<file path="src/pkg/power_clock_pkg.sv">
// Constants, types and register map of the power and clock control block
package power_clock_pkg;

  localparam int N_EXT  = 9;   // External interrupt pins
  localparam int N_CHAN = 4;   // Interrupt requests to the processor
  localparam int N_PER  = 16;  // Peripheral power switches
  localparam int ADDR_W = 6;
  localparam int STAT_W = 5;   // Four channel flags and one wake flag

  typedef logic [N_EXT-1:0]    ext_t;
  typedef logic [N_CHAN-1:0]   chan_t;
  typedef logic [N_PER-1:0]    periph_t;
  typedef logic [2*N_EXT-1:0]  route_t;
  typedef logic [STAT_W-1:0]   stat_t;
  typedef logic [ADDR_W-1:0]   addr_t;

  // Register byte offsets
  localparam addr_t REG_MODE   = 6'h00;
  localparam addr_t REG_PWR    = 6'h04;
  localparam addr_t REG_DIV    = 6'h08;
  localparam addr_t REG_REMAP  = 6'h0C;
  localparam addr_t REG_EDGE   = 6'h10;
  localparam addr_t REG_POL    = 6'h14;
  localparam addr_t REG_WAKE   = 6'h18;
  localparam addr_t REG_ROUTE  = 6'h1C;
  localparam addr_t REG_STAT   = 6'h20;
  localparam addr_t REG_MASK   = 6'h24;
  localparam addr_t REG_STATE  = 6'h28;

  // Field positions
  localparam int MODE_IDLE_BIT  = 0;
  localparam int MODE_PDOWN_BIT = 1;
  localparam int STAT_WAKE_BIT  = 4;

  // Divider select codes
  localparam logic [1:0] DIV_QUARTER = 2'h0;
  localparam logic [1:0] DIV_FULL    = 2'h1;
  localparam logic [1:0] DIV_HALF    = 2'h2;

  // Values after reset
  localparam logic [1:0] DIV_RESET   = DIV_QUARTER;
  localparam periph_t    PWR_RESET   = 16'hFFFF;
  localparam ext_t       EXT_RESET   = 9'h000;
  localparam route_t     ROUTE_RESET = 18'h00000;

  // Oscillator settle time and the cycles it costs at the 10 ns clock
  localparam int CLK_PERIOD_PS    = 10000;
  localparam int OSC_SETTLE_NS    = 20000;
  localparam int WAKE_W           = 12;
  localparam int WAKE_CYCLES_I    = (OSC_SETTLE_NS * 1000 + CLK_PERIOD_PS - 1) / CLK_PERIOD_PS;
  localparam logic [WAKE_W-1:0] WAKE_CYCLES = WAKE_W'(WAKE_CYCLES_I);

  // AXI responses
  localparam logic [1:0] RESP_OKAY   = 2'h0;
  localparam logic [1:0] RESP_SLVERR = 2'h2;

  typedef enum logic [1:0] {
    ST_RUN   = 2'b00,
    ST_IDLE  = 2'b01,
    ST_PDOWN = 2'b10,
    ST_WAKE  = 2'b11
  } power_e;

endpackage

</file>
<file path="src/verilog/ext_pin_detect.sv">
// Edge or level detection of the external interrupt pins
`timescale 1ns/1ps
module ext_pin_detect (
  input  wire logic                  clk,
  input  wire logic                  resetn,
  input  wire power_clock_pkg::ext_t pin,
  input  wire power_clock_pkg::ext_t edge_mode,
  input  wire power_clock_pkg::ext_t polarity,
  output      power_clock_pkg::ext_t hit
);
  import power_clock_pkg::*;

  typedef struct packed {
    ext_t prev;
  } pin_s;

  pin_s r_ff;
  pin_s nxt_r;

  // Last sample of every pin, for edge detection
  always_comb begin
    nxt_r      = r_ff;
    nxt_r.prev = pin;
  end

  always_ff @(posedge clk or negedge resetn) begin
    if (!resetn) begin
      r_ff <= '0;
    end else begin
      r_ff <= nxt_r;
    end
  end

  // One detector per pin; polarity high means rising edge or high level
  genvar i;
  generate
    for (i = 0; i < N_EXT; i++) begin : g_pin
      assign hit[i] = edge_mode[i] ?
                      (polarity[i] ? (pin[i] & ~r_ff.prev[i]) : (~pin[i] & r_ff.prev[i])) :
                      (pin[i] == polarity[i]);
    end
  endgenerate

endmodule // ext_pin_detect

</file>
<file path="src/verilog/power_clock_ctrl.sv">
// Power modes, clock gating, peripheral clock divider, remap and external interrupts
//
// Our own choices: register access over AXI4-Lite and the register addresses.
`timescale 1ns/1ps
module power_clock_ctrl (
  input  wire logic                    clk,
  input  wire logic                    resetn,
  // AXI4-Lite slave
  input  wire power_clock_pkg::addr_t  awaddr,
  input  wire logic                    awvalid,
  output      logic                    awready,
  input  wire logic [31:0]             wdata,
  input  wire logic [3:0]              wstrb,
  input  wire logic                    wvalid,
  output      logic                    wready,
  output      logic [1:0]              bresp,
  output      logic                    bvalid,
  input  wire logic                    bready,
  input  wire power_clock_pkg::addr_t  araddr,
  input  wire logic                    arvalid,
  output      logic                    arready,
  output      logic [31:0]             rdata,
  output      logic [1:0]              rresp,
  output      logic                    rvalid,
  input  wire logic                    rready,
  // System side
  input  wire power_clock_pkg::ext_t   ext_int_pin,
  input  wire logic                    cpu_irq_pending,
  input  wire logic                    pll_running,
  output      power_clock_pkg::chan_t  ext_irq_req,
  output      logic                    irq,
  output      logic                    cpu_clock_en,
  output      logic                    mem_clk_en,
  output      logic                    bus_clk_en,
  output      logic                    osc_en,
  output      logic                    pll_keep,
  output      logic                    pin_hold,
  output      logic                    pclk_en,
  output      power_clock_pkg::periph_t periph_pwr_en,
  output      logic                    vec_sram
);
  import power_clock_pkg::*;

  typedef struct packed {
    power_e            pstate;
    logic [WAKE_W-1:0] wake_cnt;
    logic              mode_idle;
    logic              mode_pdown;
    periph_t           pwr_en;
    logic [1:0]        div_sel;
    logic [1:0]        div_cnt;
    logic              pclk_en;
    logic              vec_sram;
    ext_t              ext_edge;
    ext_t              ext_pol;
    ext_t              ext_wake;
    route_t            route;
    stat_t             status;
    stat_t             mask;
    chan_t             irq_req;
    logic              irq;
    logic              cpu_clk_en;
    logic              mem_clk_en;
    logic              bus_clk_en;
    logic              osc_en;
    logic              pll_keep;
    logic              pin_hold;
    logic              aw_got;
    logic              w_got;
    addr_t             waddr;
    logic [31:0]       wdata;
    logic [3:0]        wstrb;
    logic              awready;
    logic              wready;
    logic              bvalid;
    logic [1:0]        bresp;
    logic              arready;
    logic              rvalid;
    logic [1:0]        rresp;
    logic [31:0]       rdata;
  } state_s;

  state_s r_ff;
  state_s nxt_r;
  ext_t   pin_hit;

  // Byte-lane merge of a write into a stored word
  function automatic logic [31:0] merge(input logic [31:0] old, input logic [31:0] dat,
                                        input logic [3:0] strb);
    logic [31:0] res;
    res = old;
    for (int b = 0; b < 4; b++) begin
      if (strb[b]) begin
        res[8*b +: 8] = dat[8*b +: 8];
      end
    end
    return res;
  endfunction

  ext_pin_detect u_detect (
    .clk       (clk),
    .resetn    (resetn),
    .pin       (ext_int_pin),
    .edge_mode (r_ff.ext_edge),
    .polarity  (r_ff.ext_pol),
    .hit       (pin_hit)
  );

  always_comb begin
    logic [31:0] old;
    logic [31:0] wv;
    logic        do_wr;
    logic        wake_pin;
    logic        wake_any;
    stat_t       set;
    stat_t       clr;
    old      = '0;
    wv       = '0;
    do_wr    = 1'b0;
    set      = '0;
    clr      = '0;
    wake_pin = 1'b0;
    wake_any = 1'b0;
    nxt_r    = r_ff;

    // Route each pin onto its chosen request line
    for (int i = 0; i < N_EXT; i++) begin
      for (int c = 0; c < N_CHAN; c++) begin
        if (pin_hit[i] && (r_ff.route[2*i +: 2] == 2'(c))) begin
          set[c] = 1'b1;
        end
      end
    end

    // Only pins enabled for wake-up may end power-down
    wake_pin = |(pin_hit & r_ff.ext_wake);

    // AXI write: address and data taken in either order
    if (awvalid && r_ff.awready) begin
      nxt_r.aw_got = 1'b1;
      nxt_r.waddr  = awaddr;
    end
    if (wvalid && r_ff.wready) begin
      nxt_r.w_got = 1'b1;
      nxt_r.wdata = wdata;
      nxt_r.wstrb = wstrb;
    end
    if (r_ff.bvalid && bready) begin
      nxt_r.bvalid = 1'b0;
    end
    do_wr = r_ff.aw_got && r_ff.w_got && !r_ff.bvalid;
    if (do_wr) begin
      nxt_r.aw_got = 1'b0;
      nxt_r.w_got  = 1'b0;
      nxt_r.bvalid = 1'b1;
      nxt_r.bresp  = RESP_OKAY;
      case (r_ff.waddr)
        REG_MODE: begin
          wv = merge(32'h0000_0000, r_ff.wdata, r_ff.wstrb);
          // Mode requests only take effect while running
          if (r_ff.pstate == ST_RUN) begin
            nxt_r.mode_pdown = wv[MODE_PDOWN_BIT];
            nxt_r.mode_idle  = wv[MODE_IDLE_BIT] & ~wv[MODE_PDOWN_BIT];
          end
        end
        REG_PWR: begin
          old          = 32'(r_ff.pwr_en);
          wv           = merge(old, r_ff.wdata, r_ff.wstrb);
          nxt_r.pwr_en = wv[N_PER-1:0];
        end
        REG_DIV: begin
          old           = {30'h0000_0000, r_ff.div_sel};
          wv            = merge(old, r_ff.wdata, r_ff.wstrb);
          nxt_r.div_sel = wv[1:0];
        end
        REG_REMAP: begin
          old            = {31'h0000_0000, r_ff.vec_sram};
          wv             = merge(old, r_ff.wdata, r_ff.wstrb);
          nxt_r.vec_sram = wv[0];
        end
        REG_EDGE: begin
          old            = 32'(r_ff.ext_edge);
          wv             = merge(old, r_ff.wdata, r_ff.wstrb);
          nxt_r.ext_edge = wv[N_EXT-1:0];
        end
        REG_POL: begin
          old           = 32'(r_ff.ext_pol);
          wv            = merge(old, r_ff.wdata, r_ff.wstrb);
          nxt_r.ext_pol = wv[N_EXT-1:0];
        end
        REG_WAKE: begin
          old            = 32'(r_ff.ext_wake);
          wv             = merge(old, r_ff.wdata, r_ff.wstrb);
          nxt_r.ext_wake = wv[N_EXT-1:0];
        end
        REG_ROUTE: begin
          old         = 32'(r_ff.route);
          wv          = merge(old, r_ff.wdata, r_ff.wstrb);
          nxt_r.route = wv[2*N_EXT-1:0];
        end
        REG_STAT: begin
          wv  = merge(32'h0000_0000, r_ff.wdata, r_ff.wstrb);
          clr = wv[STAT_W-1:0];
        end
        REG_MASK: begin
          old        = 32'(r_ff.mask);
          wv         = merge(old, r_ff.wdata, r_ff.wstrb);
          nxt_r.mask = wv[STAT_W-1:0];
        end
        REG_STATE: nxt_r.bresp = RESP_OKAY; // Read-only, writes ignored
        default:   nxt_r.bresp = RESP_SLVERR;
      endcase
    end

    // AXI read: answer one cycle after the address is taken
    if (r_ff.rvalid && rready) begin
      nxt_r.rvalid = 1'b0;
    end
    if (arvalid && r_ff.arready) begin
      nxt_r.rvalid = 1'b1;
      nxt_r.rresp  = RESP_OKAY;
      case (araddr)
        REG_MODE:  nxt_r.rdata = {30'h0000_0000, r_ff.mode_pdown, r_ff.mode_idle};
        REG_PWR:   nxt_r.rdata = 32'(r_ff.pwr_en);
        REG_DIV:   nxt_r.rdata = {30'h0000_0000, r_ff.div_sel};
        REG_REMAP: nxt_r.rdata = {31'h0000_0000, r_ff.vec_sram};
        REG_EDGE:  nxt_r.rdata = 32'(r_ff.ext_edge);
        REG_POL:   nxt_r.rdata = 32'(r_ff.ext_pol);
        REG_WAKE:  nxt_r.rdata = 32'(r_ff.ext_wake);
        REG_ROUTE: nxt_r.rdata = 32'(r_ff.route);
        REG_STAT:  nxt_r.rdata = 32'(r_ff.status);
        REG_MASK:  nxt_r.rdata = 32'(r_ff.mask);
        REG_STATE: nxt_r.rdata = {28'h000_0000, r_ff.div_sel, r_ff.pstate};
        default: begin
          nxt_r.rdata = 32'h0000_0000;
          nxt_r.rresp = RESP_SLVERR;
        end
      endcase
    end

    // Power state machine
    wake_any = (|r_ff.irq_req) | cpu_irq_pending | r_ff.irq;
    case (r_ff.pstate)
      ST_RUN: begin
        if (r_ff.mode_pdown) begin
          nxt_r.pstate = ST_PDOWN;
        end else if (r_ff.mode_idle) begin
          nxt_r.pstate = ST_IDLE;
        end
      end
      ST_IDLE: begin
        // Any pending interrupt resumes execution
        if (wake_any) begin
          nxt_r.pstate    = ST_RUN;
          nxt_r.mode_idle = 1'b0;
        end
      end
      ST_PDOWN: begin
        // Clocked interrupt sources cannot run here, so only wake pins count
        if (wake_pin) begin
          nxt_r.pstate     = ST_WAKE;
          nxt_r.mode_pdown = 1'b0;
          nxt_r.wake_cnt   = WAKE_CYCLES;
          set[STAT_WAKE_BIT] = 1'b1;
        end
      end
      ST_WAKE: begin
        // Hold execution off until the restarted oscillator has settled
        if (r_ff.wake_cnt <= WAKE_W'(1)) begin
          nxt_r.pstate   = ST_RUN;
          nxt_r.wake_cnt = '0;
        end else begin
          nxt_r.wake_cnt = r_ff.wake_cnt - WAKE_W'(1);
        end
      end
      default: nxt_r.pstate = ST_RUN;
    endcase

    // Sticky status; a new event wins over a clear in the same cycle
    nxt_r.status  = (r_ff.status & ~clr) | set;
    nxt_r.irq_req = nxt_r.status[N_CHAN-1:0];
    nxt_r.irq     = |(nxt_r.status & nxt_r.mask);

    // Peripheral clock divider; idle leaves it running so peripherals can still interrupt
    nxt_r.div_cnt = r_ff.div_cnt + 2'h1;
    case (r_ff.div_sel)
      DIV_FULL: nxt_r.pclk_en = 1'b1;
      DIV_HALF: nxt_r.pclk_en = r_ff.div_cnt[0];
      default:  nxt_r.pclk_en = (r_ff.div_cnt == 2'h3);
    endcase
    if (nxt_r.pstate == ST_PDOWN || nxt_r.pstate == ST_WAKE) begin
      nxt_r.pclk_en = 1'b0;
    end

    // Clock gates follow the next power state
    nxt_r.cpu_clk_en = (nxt_r.pstate == ST_RUN);
    nxt_r.mem_clk_en = (nxt_r.pstate == ST_RUN);
    nxt_r.bus_clk_en = (nxt_r.pstate == ST_RUN);
    nxt_r.osc_en     = (nxt_r.pstate != ST_PDOWN);
    nxt_r.pll_keep   = pll_running && (nxt_r.pstate != ST_PDOWN);
    // Freezing the pins keeps outputs static while nothing is clocked
    nxt_r.pin_hold   = (nxt_r.pstate == ST_PDOWN) || (nxt_r.pstate == ST_WAKE);

    // Ready flags from next state, so each channel takes one item at a time
    nxt_r.awready = !nxt_r.aw_got && !nxt_r.bvalid;
    nxt_r.wready  = !nxt_r.w_got && !nxt_r.bvalid;
    nxt_r.arready = !nxt_r.rvalid;
  end

  // Single state register; all values retained through power-down
  always_ff @(posedge clk or negedge resetn) begin
    if (!resetn) begin
      r_ff            <= '0;
      r_ff.pstate     <= ST_RUN;
      r_ff.pwr_en     <= PWR_RESET;
      r_ff.div_sel    <= DIV_RESET;
      r_ff.ext_edge   <= EXT_RESET;
      r_ff.ext_pol    <= EXT_RESET;
      r_ff.ext_wake   <= EXT_RESET;
      r_ff.route      <= ROUTE_RESET;
      r_ff.cpu_clk_en <= 1'b1;
      r_ff.mem_clk_en <= 1'b1;
      r_ff.bus_clk_en <= 1'b1;
      r_ff.osc_en     <= 1'b1;
      r_ff.awready    <= 1'b1;
      r_ff.wready     <= 1'b1;
      r_ff.arready    <= 1'b1;
    end else begin
      r_ff <= nxt_r;
    end
  end

  // Every output comes straight from the state register
  assign awready       = r_ff.awready;
  assign wready        = r_ff.wready;
  assign bvalid        = r_ff.bvalid;
  assign bresp         = r_ff.bresp;
  assign arready       = r_ff.arready;
  assign rvalid        = r_ff.rvalid;
  assign rresp         = r_ff.rresp;
  assign rdata         = r_ff.rdata;
  assign ext_irq_req   = r_ff.irq_req;
  assign irq           = r_ff.irq;
  assign cpu_clock_en  = r_ff.cpu_clk_en;
  assign mem_clk_en    = r_ff.mem_clk_en;
  assign bus_clk_en    = r_ff.bus_clk_en;
  assign osc_en        = r_ff.osc_en;
  assign pll_keep      = r_ff.pll_keep;
  assign pin_hold      = r_ff.pin_hold;
  assign pclk_en       = r_ff.pclk_en;
  assign periph_pwr_en = r_ff.pwr_en;
  assign vec_sram      = r_ff.vec_sram;

endmodule // power_clock_ctrl

</file>
<file path="config.mk">
export PLATFORM = sky130hd
export DESIGN_NAME = power_clock_ctrl
export DESIGN_NICKNAME = d
export VERILOG_FILES = /design/src/pkg/power_clock_pkg.sv /design/src/verilog/ext_pin_detect.sv /design/src/verilog/power_clock_ctrl.sv
export SDC_FILE = /design/constraint.sdc
export NUM_CORES = 1
export LEC_CHECK = 0
export BUFFER_PORTS_ARGS = -buffer_cell sky130_fd_sc_hd__buf_2
export CAP_MARGIN = 20
export CORE_ASPECT_RATIO = 0.5
export CORE_MARGIN = 5
export CORE_UTILIZATION = 35
export DETAILED_ROUTE_END_ITERATION = 10
export PLACE_DENSITY_LB_ADDON = 0.1
export REMOVE_ABC_BUFFERS = 1
export SYNTH_ARGS = -nofsm -noshare
export SYNTH_HDL_FRONTEND = slang
export SYNTH_SLANG_ARGS = --single-unit
</file>
<file path="constraint.sdc">
create_clock -name clk -period 5.4 [get_ports clk]
set_input_delay 0 -clock clk [delete_from_list [all_inputs] [get_ports clk]]
set_output_delay 0 -clock clk [all_outputs]
set_load 0.02 [all_outputs]
</file>
==> results of run 1 <==
-- power groups by stage --
stage | sequential (uW) | clock (uW) | combinational, uW
after global routing | 2020 | 1250 | 1210
after detailed placement | 1990 | 0 | 1070
after global placement | 1980 | 0 | 1050
final | 1970 | 1160 | 1090
after CTS | 1970 | 1200 | 1100
after floorplan | 1950 | 0 | 641
-- cells by family after synthesis --
| family | Yosys count | share of synthesized area, % |
|---|---|---|
| multiplexers | 102 | 14.83 |
| adder cells (fa/ha/maj) | 5 | 0.8041 |
| other | 1 | 0.04820 |
| buffers and inverters | 88 | 7.044 |
| flip-flops | 160 | 51.80 |
| XOR/XNOR | 11 | 1.238 |
| AO/OA/AOI/OAI | 114 | 10.53 |
| AND/OR/NAND/NOR | 212 | 13.70 |
-- sequential cells by signal, indices dropped and copies added, names as in the netlist, 3 cells and up --
register       cells
u_detect.r_ff      9
rdata             18
ext_irq_req        3
r_ff             100
periph_pwr_en     16
-- cell usage in the layout (no fill, tap or decap), types with 8 or more instances in the layout --
cell type	Yosys	final
conb_1	1	16
nor2_1	71	70
nand3_1	26	26
a21oi_1	12	12
dfrtp_1	139	139
mux2_2	96	96
nand2b_1	12	12
nor3_1	13	12
nand2_1	41	41
a22oi_1	21	21
clkbuf_16	0	17
dlygate4sd3_1	0	47
buf_2	0	103
o21ai_0	20	20
a221oi_1	8	8
dfstp_2	21	21
inv_1	13	13
-- routing by layer --
layer  vias to the layer above  track usage (%)  wire length (microns)
met5                         -                0                      0
met4                         0            4.748                    291
met3                        18            4.252                    920
met2                       109            26.72                   9771
met1                      2899            25.70                  11090
li1                       2671                -                      -
-- path summary, 6_finish.rpt --
check | startpoint | to | slack, ns
min in group asynchronous | resetn | r_ff[184] | 0.46
worst max-delay path | r_ff[79] | irq | 2.20
worst min-delay path | wvalid | wready | 0.19
worst min register to register | r_ff[153] | r_ff[153] | 0.46
max in group asynchronous | resetn | r_ff[112] | 3.48
worst max register to register | r_ff[79] | irq | 2.20
-- worst max-delay path, cell delays in order, from the launching register on --
cell and delay (ns):
dfrtp_1 0.48, nor4b_1 0.76, nor3b_2 0.76, mux2_2 0.42, a22o_1 0.23, a2111o_1 0.40
-- area by class of cell --
class,instances,area share (%)
Clock buffer,19,4.845
Clock inverter,13,1.218
Inverter,13,0.5219
Multi-Input combinational cell,460,34.93
Sequential cell,160,43.11
Tap cell,300,4.015
Timing Repair Buffer,157,11.36
-- per-stage QoR --
| step | setup slack [ns] | total power (uW) | std cells | util (%) |
|---|---|---|---|---|
| floorplan | 2.925 | 2595 | 633 | - |
| global placement | 2.341 | 3032 | 1042 | 38.04 |
| detailed placement | 2.301 | 3056 | 1042 | 38.04 |
| CTS | 2.288 | 4271 | 1120 | 42.76 |
| global route | 2.122 | 4484 | 1122 | 42.93 |
| finish | 2.203 | 4225 | 1122 | 42.93 |
==> summary.md, run 1 <==
| Metric | Value |
|---|---|
| Area of the multi-input gates | `0.003266 sq mm` |
| Final hold slack | `0.1932 ns` |
| FMAX | `312.8 MHz` |
| Clk_lat worst skew | `0.44 ns` |
| Cts repair resizes | `0` |
| Top cells by count, synth | `139 x dfrtp_1, 96 x mux2_2, 71 x nor2_1` |
| Drt wl/cell | `19.67 microns` |
| Sw power | `1495 uW` |
| Setup Buffers After CTS | `0` |
| Fin area | `0.009349 sq mm` |
| Lkg Pwr | `0.004242 uW` |
| Area grow syn2layout | `20.17%` |
| CTS Buffer Depth | `2` |
| Clk_skew | `0.01085 ns` |
| Gpl congestion | `0.8435` |
| # DRC | `0` |
| Hold Path Depth | `4` |
| Routed WL | `22.07 mm` |
| Internal power | `2730 uW` |
| CTS H-Tree Depth | `4` |
| Area post-placement | `0.008284 sq mm` |
| Nets | `880` |
| HP Class | `input pin to flip-flop` |
| Total grt overflow | `0` |
| Clk sink count | `160` |
| Distinct cells, synth | `59` |
| Total negative setup slack | `0 ns` |
| Cell taking the most area after synthesis | `dfrtp_1` |
| Primary FF master, synth | `dfrtp_1` |
| RSZ-0062 raised after global routing | `no` |
| Via Count | `5697` |
| Top-count cell post-synth | `dfrtp_1` |
| Number of synthesized register bits | `160` |
| Inserted Diodes | `0` |
| Maxcap violations | `0` |
| Register-to-Register Path Depth | `5` |
| Clock tree from TritonCTS | `built` |
| PortBufs | `104` |
| Syn Inst Count | `693` |
| Initial core utilization | `35.73%` |
| Syn avg cell area | `11.23 sq um` |
| Core ar. | `0.02178 sq mm` |
| Final max-slew violation count | `0` |
| Status | `complete, no violations` |
| EDFF count, synth | `0` |
| CTS buffer count | `17` |
| Final setup fails | `0` |
| # hold bufs at CTS | `46` |
| Global-route wire length before repair | `34.32 mm` |
| Vias per cell | `5.078` |
| Die X | `220.9 microns` |
| DP Wirelength | `15.46 mm` |
| Synth area leaders | `dfrtp_1 45%, mux2_2 14%, dfstp_2 7.1%` |
| Routed Antenna Nets | `0` |
| Clock-pin slew on the worst setup and hold paths | `0.06 ns` |
| Worst Setup End Kind | `flip-flop` |
| Synthesized area | `0.007780 sq mm` |
| Pin count of the biggest net entering global routing | `107` |
| Async set or reset register ratio after synthesis | `100.0%` |
| Switching Share | `35.39%` |
| WS Path Type | `flip-flop to flip-flop` |
| Startpoint types | `flip-flop` |
| Clock share of power | `27.6%` |
| Critical path required time | `5.71 ns` |
| Power per cell area | `452.0 mW/mm^2` |
| Drt first pass iters | `5` |
| CP arrival | `3.51 ns` |
| Slew headroom | `32.78%` |
| Vias in the first global route | `5760` |
| Share of cells above drive strength 1 | `32.73%` |
| I/O Pins | `136` |
| Worst-Margin Slew | `1.007 ns` |
| Yosys warning total | `0` |
| Die Area | `0.02549 sq mm` |
| Fillers | `2146` |
| Combinational Power Share | `25.9%` |
| Synth top area share | `44.71%` |
| Register area share after synthesis | `51.80%` |
| Crit path max fanout | `7` |
| Initial antenna violation count | `0` |
| Initial DRC count | `457` |
| Final hold violation count | `0` |
| Fin crit share | `59.20%` |
| All-Layer GR Usage | `17.67%` |
| Max rail drop VDD | `0.0001577 V` |
| Die Ht | `115.4 microns` |
| Clk root buf | `clkbuf_16` |
| FF/Latch Area | `0.004030 sq mm` |
| Seq pwr share | `46.6%` |
| Number of core rows | `38` |
| Min Tclk post-route | `3.197 ns` |
No activity file was read; power rests on OpenSTA's default activity.
==> inputs of run 2 (changes only) <==
--- a/config.mk
+++ b/config.mk
@@ -5,6 +5,7 @@
 export SDC_FILE = /design/constraint.sdc
 export NUM_CORES = 1
 export LEC_CHECK = 0
+export ABC_AREA = 1
 export BUFFER_PORTS_ARGS = -buffer_cell sky130_fd_sc_hd__buf_2
 export CAP_MARGIN = 20
 export CORE_ASPECT_RATIO = 0.5
==> constraint.sdc (replaced) <==
create_clock -name clk -period 3.3 [get_ports clk]
set_input_delay 0 -clock clk [delete_from_list [all_inputs] [get_ports clk]]
set_output_delay 0 -clock clk [all_outputs]
set_load 0.02 [all_outputs]
==> run 2 against run 1 <==
Against the previous run:
- routed wire length increased by 6.5%
- cell area rose by 5.1%
- via count is 22% higher
- critical endpoint is now r_ff[59]
- largest cell class unchanged
==> summary.md, run 2 <==
| Metric | Value |
|---|---|
| Status | `complete, no violations (unchanged)` |
| WS Path Type | `flip-flop to flip-flop (unchanged)` |
| Most frequent cells in the layout | `338 x nand2_1, 139 x dfrtp_1, 119 x inv_1 (was 139 x dfrtp_1, 103 x buf_2, 96 x mux2_2)` |
| Fillers | `2416 (was 2146)` |
| Min Tclk post-route | `2.326 ns (was 3.197 ns)` |
| Synth area leaders | `dfrtp_1 43%, nand2_1 16%, dfstp_2 6.8% (was dfrtp_1 45%, mux2_2 14%, dfstp_2 7.1%)` |
| Synthesized area | `0.008142 sq mm (was 0.007780 sq mm)` |
| Final setup fails | `0 (unchanged)` |
| Fin cells | `1488 (was 1122)` |
| Fin crit share | `70.50% (was 59.20%)` |
| Final hold slack | `0.03725 ns (was 0.1932 ns)` |
| Primary FF master, synth | `dfrtp_1 (unchanged)` |
| Worst Setup End Kind | `flip-flop (unchanged)` |
| Number of core rows | `39 (was 38)` |
| Placed insts | `1400 (was 1042)` |
| Final hold violation count | `0 (unchanged)` |
| Top cells by count, synth | `338 x nand2_1, 139 x dfrtp_1, 119 x inv_1 (was 139 x dfrtp_1, 96 x mux2_2, 71 x nor2_1)` |
| Die Ht | `117.8 microns (was 115.4 microns)` |
| Clock tree from TritonCTS | `built (unchanged)` |
| Vias in the first global route | `6873 (was 5760)` |
| PortBufs | `104 (unchanged)` |
| Biggest register | `r_ff (unchanged)` |
| Worst-Margin Slew | `0.7476 ns (was 1.007 ns)` |
| Via Count | `6946 (was 5697)` |
| Maxcap violations | `0 (unchanged)` |
| CTS Buffer Depth | `2 (unchanged)` |
| Clock-pin slew on the worst setup and hold paths | `0.07 ns (was 0.06 ns)` |
| Initial antenna violation count | `0 (unchanged)` |
| Clk_skew | `0.01483 ns (was 0.01085 ns)` |
| Cell taking the most area after synthesis | `dfrtp_1 (unchanged)` |
| # DRC | `0 (unchanged)` |
| FMAX | `429.9 MHz (was 312.8 MHz)` |
| Top-count cell post-synth | `nand2_1 (was dfrtp_1)` |
| Critical path required time | `3.68 ns (was 5.71 ns)` |
| Number of synthesized register bits | `160 (unchanged)` |
| Initial core utilization | `35.65% (was 35.73%)` |
| Area grow syn2layout | `20.65% (was 20.17%)` |
| Max rail drop VDD | `0.0004030 V (was 0.0001577 V)` |
| Core ar. | `0.02284 sq mm (was 0.02178 sq mm)` |
| Total negative setup slack | `0 ns (unchanged)` |
| Vias per cell | `4.668 (was 5.078)` |
| R2R setup slack | `0.97 ns (was 2.20 ns)` |
| Syn Inst Count | `1043 (was 693)` |
| CTS buffer count | `17 (unchanged)` |
| Routed WL | `23.51 mm (was 22.07 mm)` |
| Commonest non-fill, non-tap cell in the layout | `nand2_1 (was dfrtp_1)` |
| Yosys warning total | `0 (unchanged)` |
| Gpl congestion | `0.8496 (was 0.8435)` |
| Max FFs per register | `100 (unchanged)` |
| CTS H-Tree Depth | `4 (unchanged)` |
| Distinct cells, synth | `40 (was 59)` |
| HP Class | `input pin to flip-flop (unchanged)` |
| EDFF count, synth | `0 (unchanged)` |
| Crit path max fanout | `20 (was 7)` |
| Routed Antenna Nets | `0 (unchanged)` |
| Global-route wire length before repair | `37.83 mm (was 34.32 mm)` |
| I/O Pins | `136 (unchanged)` |
| Initial DRC count | `489 (was 457)` |
| Final max-slew violation count | `0 (unchanged)` |
| Fin area | `0.009823 sq mm (was 0.009349 sq mm)` |
| Clk sink count | `160 (unchanged)` |
| Startpoint types | `flip-flop (unchanged)` |
| Slew headroom | `50.11% (was 32.78%)` |
| Register area share after synthesis | `49.50% (was 51.80%)` |
| Syn avg cell area | `7.806 sq um (was 11.23 sq um)` |
| Die X | `225.7 microns (was 220.9 microns)` |
| Async set or reset register ratio after synthesis | `100.0% (unchanged)` |
| DP Wirelength | `17.10 mm (was 15.46 mm)` |
| Drt wl/cell | `15.80 microns (was 19.67 microns)` |
| Clk_lat worst skew | `0.45 ns (was 0.44 ns)` |
| Nets | `1239 (was 880)` |
| Inserted Diodes | `0 (unchanged)` |
| Lkg Pwr | `0.004902 uW (was 0.004242 uW)` |
| Power per cell area | `737.1 mW/mm^2 (was 452.0 mW/mm^2)` |
| RSZ-0062 raised after global routing | `no (unchanged)` |
| Drt first pass iters | `5 (unchanged)` |
| Clk root buf | `clkbuf_16 (unchanged)` |
| Pin count of the biggest net entering global routing | `107 (unchanged)` |
| Synth top area share | `42.72% (was 44.71%)` |
| Final core utilization | `43.01% (was 42.93%)` |
| All-Layer GR Usage | `18.36% (was 17.67%)` |
| CP arrival | `2.71 ns (was 3.51 ns)` |
| Area post-placement | `0.008646 sq mm (was 0.008284 sq mm)` |
| Total grt overflow | `0 (unchanged)` |
| Share of cells above drive strength 1 | `17.36% (was 32.73%)` |
| Die Area | `0.02660 sq mm (was 0.02549 sq mm)` |
run 2: repair_timing:
| item | in CTS | in global routing |
|---|---|---|
| endpoints found under the hold margin | 97 | 0 |
| gates resized for setup | 0 | 0 |
| hold buffers | 56 | 0 |
| setup buffers | 0 | 0 |
run 2: final timing paths:
kind / start / endpoint / cells after the start
min in group asynchronous: resetn / pclk_en / 2
hold / removal: cpu_irq_pending / r_ff[174] / 4
setup reg to reg: wready / r_ff[59] / 7
setup / recovery: wready / r_ff[59] / 7
max in group asynchronous: resetn / periph_pwr_en[12] / 3
hold reg to reg: rvalid / arready / 1
run 2: kinds of logic (layout without fill, tap and decap cells):
| group | Yosys count | after routing | synth area share [%] |
|---|---|---|---|
| xor+xnor | 3 | 3 | 0.3228 |
| simple gates | 510 | 510 | 26.20 |
| mux | 3 | 3 | 0.4149 |
| other cells | 1 | 16 | 0.04606 |
| compound gates | 158 | 158 | 10.47 |
| flops | 160 | 160 | 49.50 |
| buf+inv | 203 | 326 | 12.28 |
| fa+ha+maj | 5 | 5 | 0.7684 |
run 2: per-stage QoR:
stage	power [uW]	setup WS, ns
2_1_floorplan	4262	1.708
3_3_place_gp	4970	1.365
3_5_place_dp	5014	1.349
4_1_cts	7311	0.9356
5_1_grt	7780	0.7816
6_report	7241	0.9736
run 2: per-layer routing:
metal	vias to the layer above	share of wire (%)	track usage, %
li1	3470	-	-
met1	3296	52	27.44
met2	160	41	25.58
met3	20	5.6	5.756
met4	0	1.4	4.722
met5	-	0	0
run 2: layout make-up:
class | count | area (sq um) | share of cell area, %
sequential | 160 | 4030 | 41.03
multi-input combinational | 695 | 3168 | 32.25
timing repair buffer | 165 | 1137 | 11.58
inverter | 129 | 486.7 | 4.955
clock buffer | 18 | 439.2 | 4.471
tap | 307 | 384.1 | 3.910
clock inverter | 14 | 177.7 | 1.809
run 2: power breakdown:
| group | internal, uW | switching, uW | leakage [uW] |
|---|---|---|---|
| Clock | 1220 | 873 | 0.000295 |
| Combinational | 758 | 1390 | 0.00260 |
| Sequential | 2550 | 457 | 0.00201 |
run 2: critical path, stage by stage, from the launching register on:
cell	delay, ns
dfstp_2	0.54
nand2_1	0.05
buf_4	0.17
inv_1	0.51
buf_4	0.33
nand2_1	0.07
nand2_1	0.05
dlygate4sd3_1	0.54
==> inputs of run 3 (changes only) <==
--- a/config.mk
+++ b/config.mk
@@ -5,7 +5,7 @@
 export SDC_FILE = /design/constraint.sdc
 export NUM_CORES = 1
 export LEC_CHECK = 0
-export ABC_AREA = 1
+export ABC_AREA = 0
 export BUFFER_PORTS_ARGS = -buffer_cell sky130_fd_sc_hd__buf_2
 export CAP_MARGIN = 20
 export CORE_ASPECT_RATIO = 0.5
==> constraint.sdc (replaced) <==
create_clock -name clk -period 2.25 [get_ports clk]
set_input_delay 0 -clock clk [delete_from_list [all_inputs] [get_ports clk]]
set_output_delay 0 -clock clk [all_outputs]
set_load 0.02 [all_outputs]
==> run 3 against run 2 <==
Against the previous run:
- the flow now finishes with violations (negative setup slack)
- first-iteration DRC count is 4.9% lower
- via count is 14% lower
- combinational power is 64% higher
- sequential power is 52% higher
- highest routed layer unchanged
- largest power group unchanged
- clock power is 48% higher
- critical endpoint is now irq
- critical path type unchanged
==> summary.md, run 3 (synthesis results as in run 1) <==
| Metric | Value |
|---|---|
| Switching Share | `33.89% (was 37.52%)` |
| All-Layer GR Usage | `18.44% (was 18.36%)` |
| Routed WL | `23.02 mm (was 23.51 mm)` |
| Failing checks | `negative setup slack` |
| FF/Latch Area | `0.004031 sq mm (was 0.004030 sq mm)` |
| Met1 Use GR | `26.55% (was 27.44%)` |
| Via Count | `5979 (was 6946)` |
| Core ar. | `0.02178 sq mm (was 0.02284 sq mm)` |
| R2R Path End | `irq (was r_ff[59])` |
| R2R setup slack | `-0.09 ns (was 0.97 ns)` |
| Met3 global-route usage | `4.227% (was 5.756%)` |
| Startpoint types | `flip-flop (unchanged)` |
| Crit path max fanout | `4 (was 20)` |
| # DRC | `0 (unchanged)` |
| CTS H-Tree Depth | `4 (unchanged)` |
| Initial antenna violation count | `0 (unchanged)` |
| Lkg Pwr | `0.004722 uW (was 0.004902 uW)` |
| CTS buffer count | `17 (unchanged)` |
| Final setup fails | `2 (was 0)` |
| Share of cells above drive strength 1 | `39.56% (was 17.36%)` |
| Slew headroom | `54.51% (was 50.11%)` |
| I/O Pins | `136 (unchanged)` |
| Combinational Power Share | `31.5% (was 29.6%)` |
| Clock-pin slew on the worst setup and hold paths | `0.06 ns (was 0.07 ns)` |
| Drt first pass iters | `5 (unchanged)` |
| Post-route setup slack | `-0.09339 ns (was 0.9736 ns)` |
| CP arrival | `2.66 ns (was 2.71 ns)` |
| Clk_skew | `0.009431 ns (was 0.01483 ns)` |
| Crit-path slowest cell | `dfrtp_1 (was dfstp_2)` |
| Biggest register | `r_ff (unchanged)` |
| Gpl congestion | `0.8202 (was 0.8496)` |
| Internal power | `7395 uW (was 4524 uW)` |
| PortBufs | `104 (unchanged)` |
| Clock tree from TritonCTS | `built (unchanged)` |
| Worst Setup End Kind | `flip-flop (unchanged)` |
| Number of core rows | `38 (was 39)` |
| Final core utilization | `46.32% (was 43.01%)` |
| RSZ-0062 raised after global routing | `yes (was no)` |
| Commonest non-fill, non-tap cell in the layout | `dfrtp_1 (was nand2_1)` |
| Final hold slack | `0.1418 ns (was 0.03725 ns)` |
| Die X | `220.9 microns (was 225.7 microns)` |
| Seq pwr share | `40.8% (was 41.5%)` |
| Global-route wire length before repair | `35.83 mm (was 37.83 mm)` |
| Critical path required time | `2.56 ns (was 3.68 ns)` |
| Initial core utilization | `35.73% (was 35.65%)` |
| Register-to-Register Path Depth | `8 (was 7)` |
| Nets | `963 (was 1239)` |
| Vias per cell | `4.958 (was 4.668)` |
| Clk sink count | `160 (unchanged)` |
| WS Path Type | `flip-flop to flip-flop (unchanged)` |
| Sw power | `3791 uW (was 2717 uW)` |
| FMAX | `426.7 MHz (was 429.9 MHz)` |
| Area grow syn2layout | `29.64% (was 20.65%)` |
| Most frequent cells in the layout | `138 x dfrtp_1, 103 x buf_2, 96 x mux2_2 (was 338 x nand2_1, 139 x dfrtp_1, 119 x inv_1)` |
| Worst-Margin Slew | `0.6761 ns (was 0.7476 ns)` |
| Routed Antenna Nets | `0 (unchanged)` |
| Fin crit share | `104.2% (was 70.50%)` |
| Critical-path cell list | `buf_4, nor4b_2, nor3b_2, buf_4, buf_4, mux2_2, o21a_1, a2111o_1 (was nand2_1, buf_4, inv_1, buf_4, nand2_1, nand2_1, dlygate4sd3_1)` |
| Global Route met2 Usage | `27.50% (was 25.58%)` |
| DP Wirelength | `17.41 mm (was 17.10 mm)` |
| Largest stage delay, worst path | `0.40 ns (was 0.54 ns)` |
| Drt wl/cell | `19.09 microns (was 15.80 microns)` |
| Clk root buf | `clkbuf_16 (unchanged)` |
| Fillers | `2103 (was 2416)` |
| Die Area | `0.02549 sq mm (was 0.02660 sq mm)` |
| Area of the multi-input gates | `0.003304 sq mm (was 0.003168 sq mm)` |
| Die Ht | `115.4 microns (was 117.8 microns)` |
| CTS Buffer Depth | `2 (unchanged)` |
| GRT busiest layer | `met2 (was met1)` |
| Status | `complete, but fails checks (was complete, no violations)` |
| Min Tclk post-route | `2.343 ns (was 2.326 ns)` |
| Clk_lat worst skew | `0.44 ns (was 0.45 ns)` |
| Final max-slew violation count | `0 (unchanged)` |
| Max FFs per register | `100 (unchanged)` |
| Final hold violation count | `0 (unchanged)` |
| Power per cell area | `1109 mW/mm^2 (was 737.1 mW/mm^2)` |
| HP Class | `input pin to asynchronous set/reset pin (was input pin to flip-flop)` |
| Pin count of the biggest net entering global routing | `67 (was 107)` |
| Clock share of power | `27.7% (was 28.9%)` |
| Vias in the first global route | `6102 (was 6873)` |
| Total grt overflow | `0 (unchanged)` |
| CP dominant cell by count | `buf_4 (was nand2_1)` |
| RR Startpoint | `r_ff[78] (was wready)` |
| Initial DRC count | `465 (was 489)` |
| Maxcap violations | `0 (unchanged)` |
| Max rail drop VDD | `0.0004632 V (was 0.0004030 V)` |
-- run 3: layer usage --
| layer | wire (microns) | part of all wire [%] |
|---|---|---|
| met1 | 11510 | 50 |
| met2 | 9927 | 43 |
| met3 | 1111 | 4.8 |
| met4 | 467 | 2.0 |
| met5 | 0 | 0 |
-- run 3: worst max path at each step --
stage / from / cells past startpoint / endpoint / slack (ns)
finish: r_ff[78] / 8 / irq / -0.09
global route: r_ff[78] / 7 / irq / -0.21
CTS: r_ff[79] / 7 / irq / -0.14
detailed placement: r_ff[78] / 7 / irq / -0.23
global placement: r_ff[78] / 7 / irq / -0.19
floorplan: bvalid / 7 / irq / -0.22
-- run 3: final cells by class --
| type | count | share of cell area (%) |
|---|---|---|
| Clock buffer | 20 | 4.429 |
| Clock inverter | 12 | 1.799 |
| Antenna cell | 1 | 0.02481 |
| Tap cell | 300 | 3.722 |
| Inverter | 13 | 0.4838 |
| Sequential cell | 160 | 39.97 |
| Multi-Input combinational cell | 460 | 32.76 |
| Timing Repair Buffer | 240 | 16.81 |
-- run 3: worst max-delay path, delay by kind of cell (launching register included) --
family / cells / cell delay [ns]
buf+inv: 3 / 0.45
compound gates: 2 / 0.48
mux: 1 / 0.33
simple gates: 2 / 0.56
flops: 1 / 0.40
-- run 3: power by group through the flow --
stage / Clock (uW) / Combinational, uW / Sequential [uW]
finish: 3100 / 3520 / 4570
floorplan: 0 / 1540 / 4690
global placement: 0 / 3290 / 4610
detailed placement: 0 / 3330 / 4620
global route: 3300 / 3860 / 4680
CTS: 3180 / 3460 / 4570
-- run 3: stage by stage --
stage               setup TNS, ns  instances  power [uW]  area [sq um]  setup slack (ns)
finish                   -0.09674       1206       11190         10090          -0.09339
CTS                       -0.1388       1202       11200         10020           -0.1388
global route              -0.8255       1205       11850         10080           -0.2123
detailed placement        -0.2300       1122        7943          8907           -0.2300
global placement          -0.1921       1122        7893          8907           -0.1921
floorplan                 -0.2246        633        6228          7337           -0.2246
-- run 3: timing repair --
| action | in CTS | in global routing |
|---|---|---|
| resized for setup | 3 | 15 |
| setup buffers | 2 | 3 |
| endpoints found under the setup margin | 1 | 14 |
| hold buffers | 46 | 0 |
| endpoints found under the hold margin | 107 | 0 |
| pin swaps | 4 | 7 |
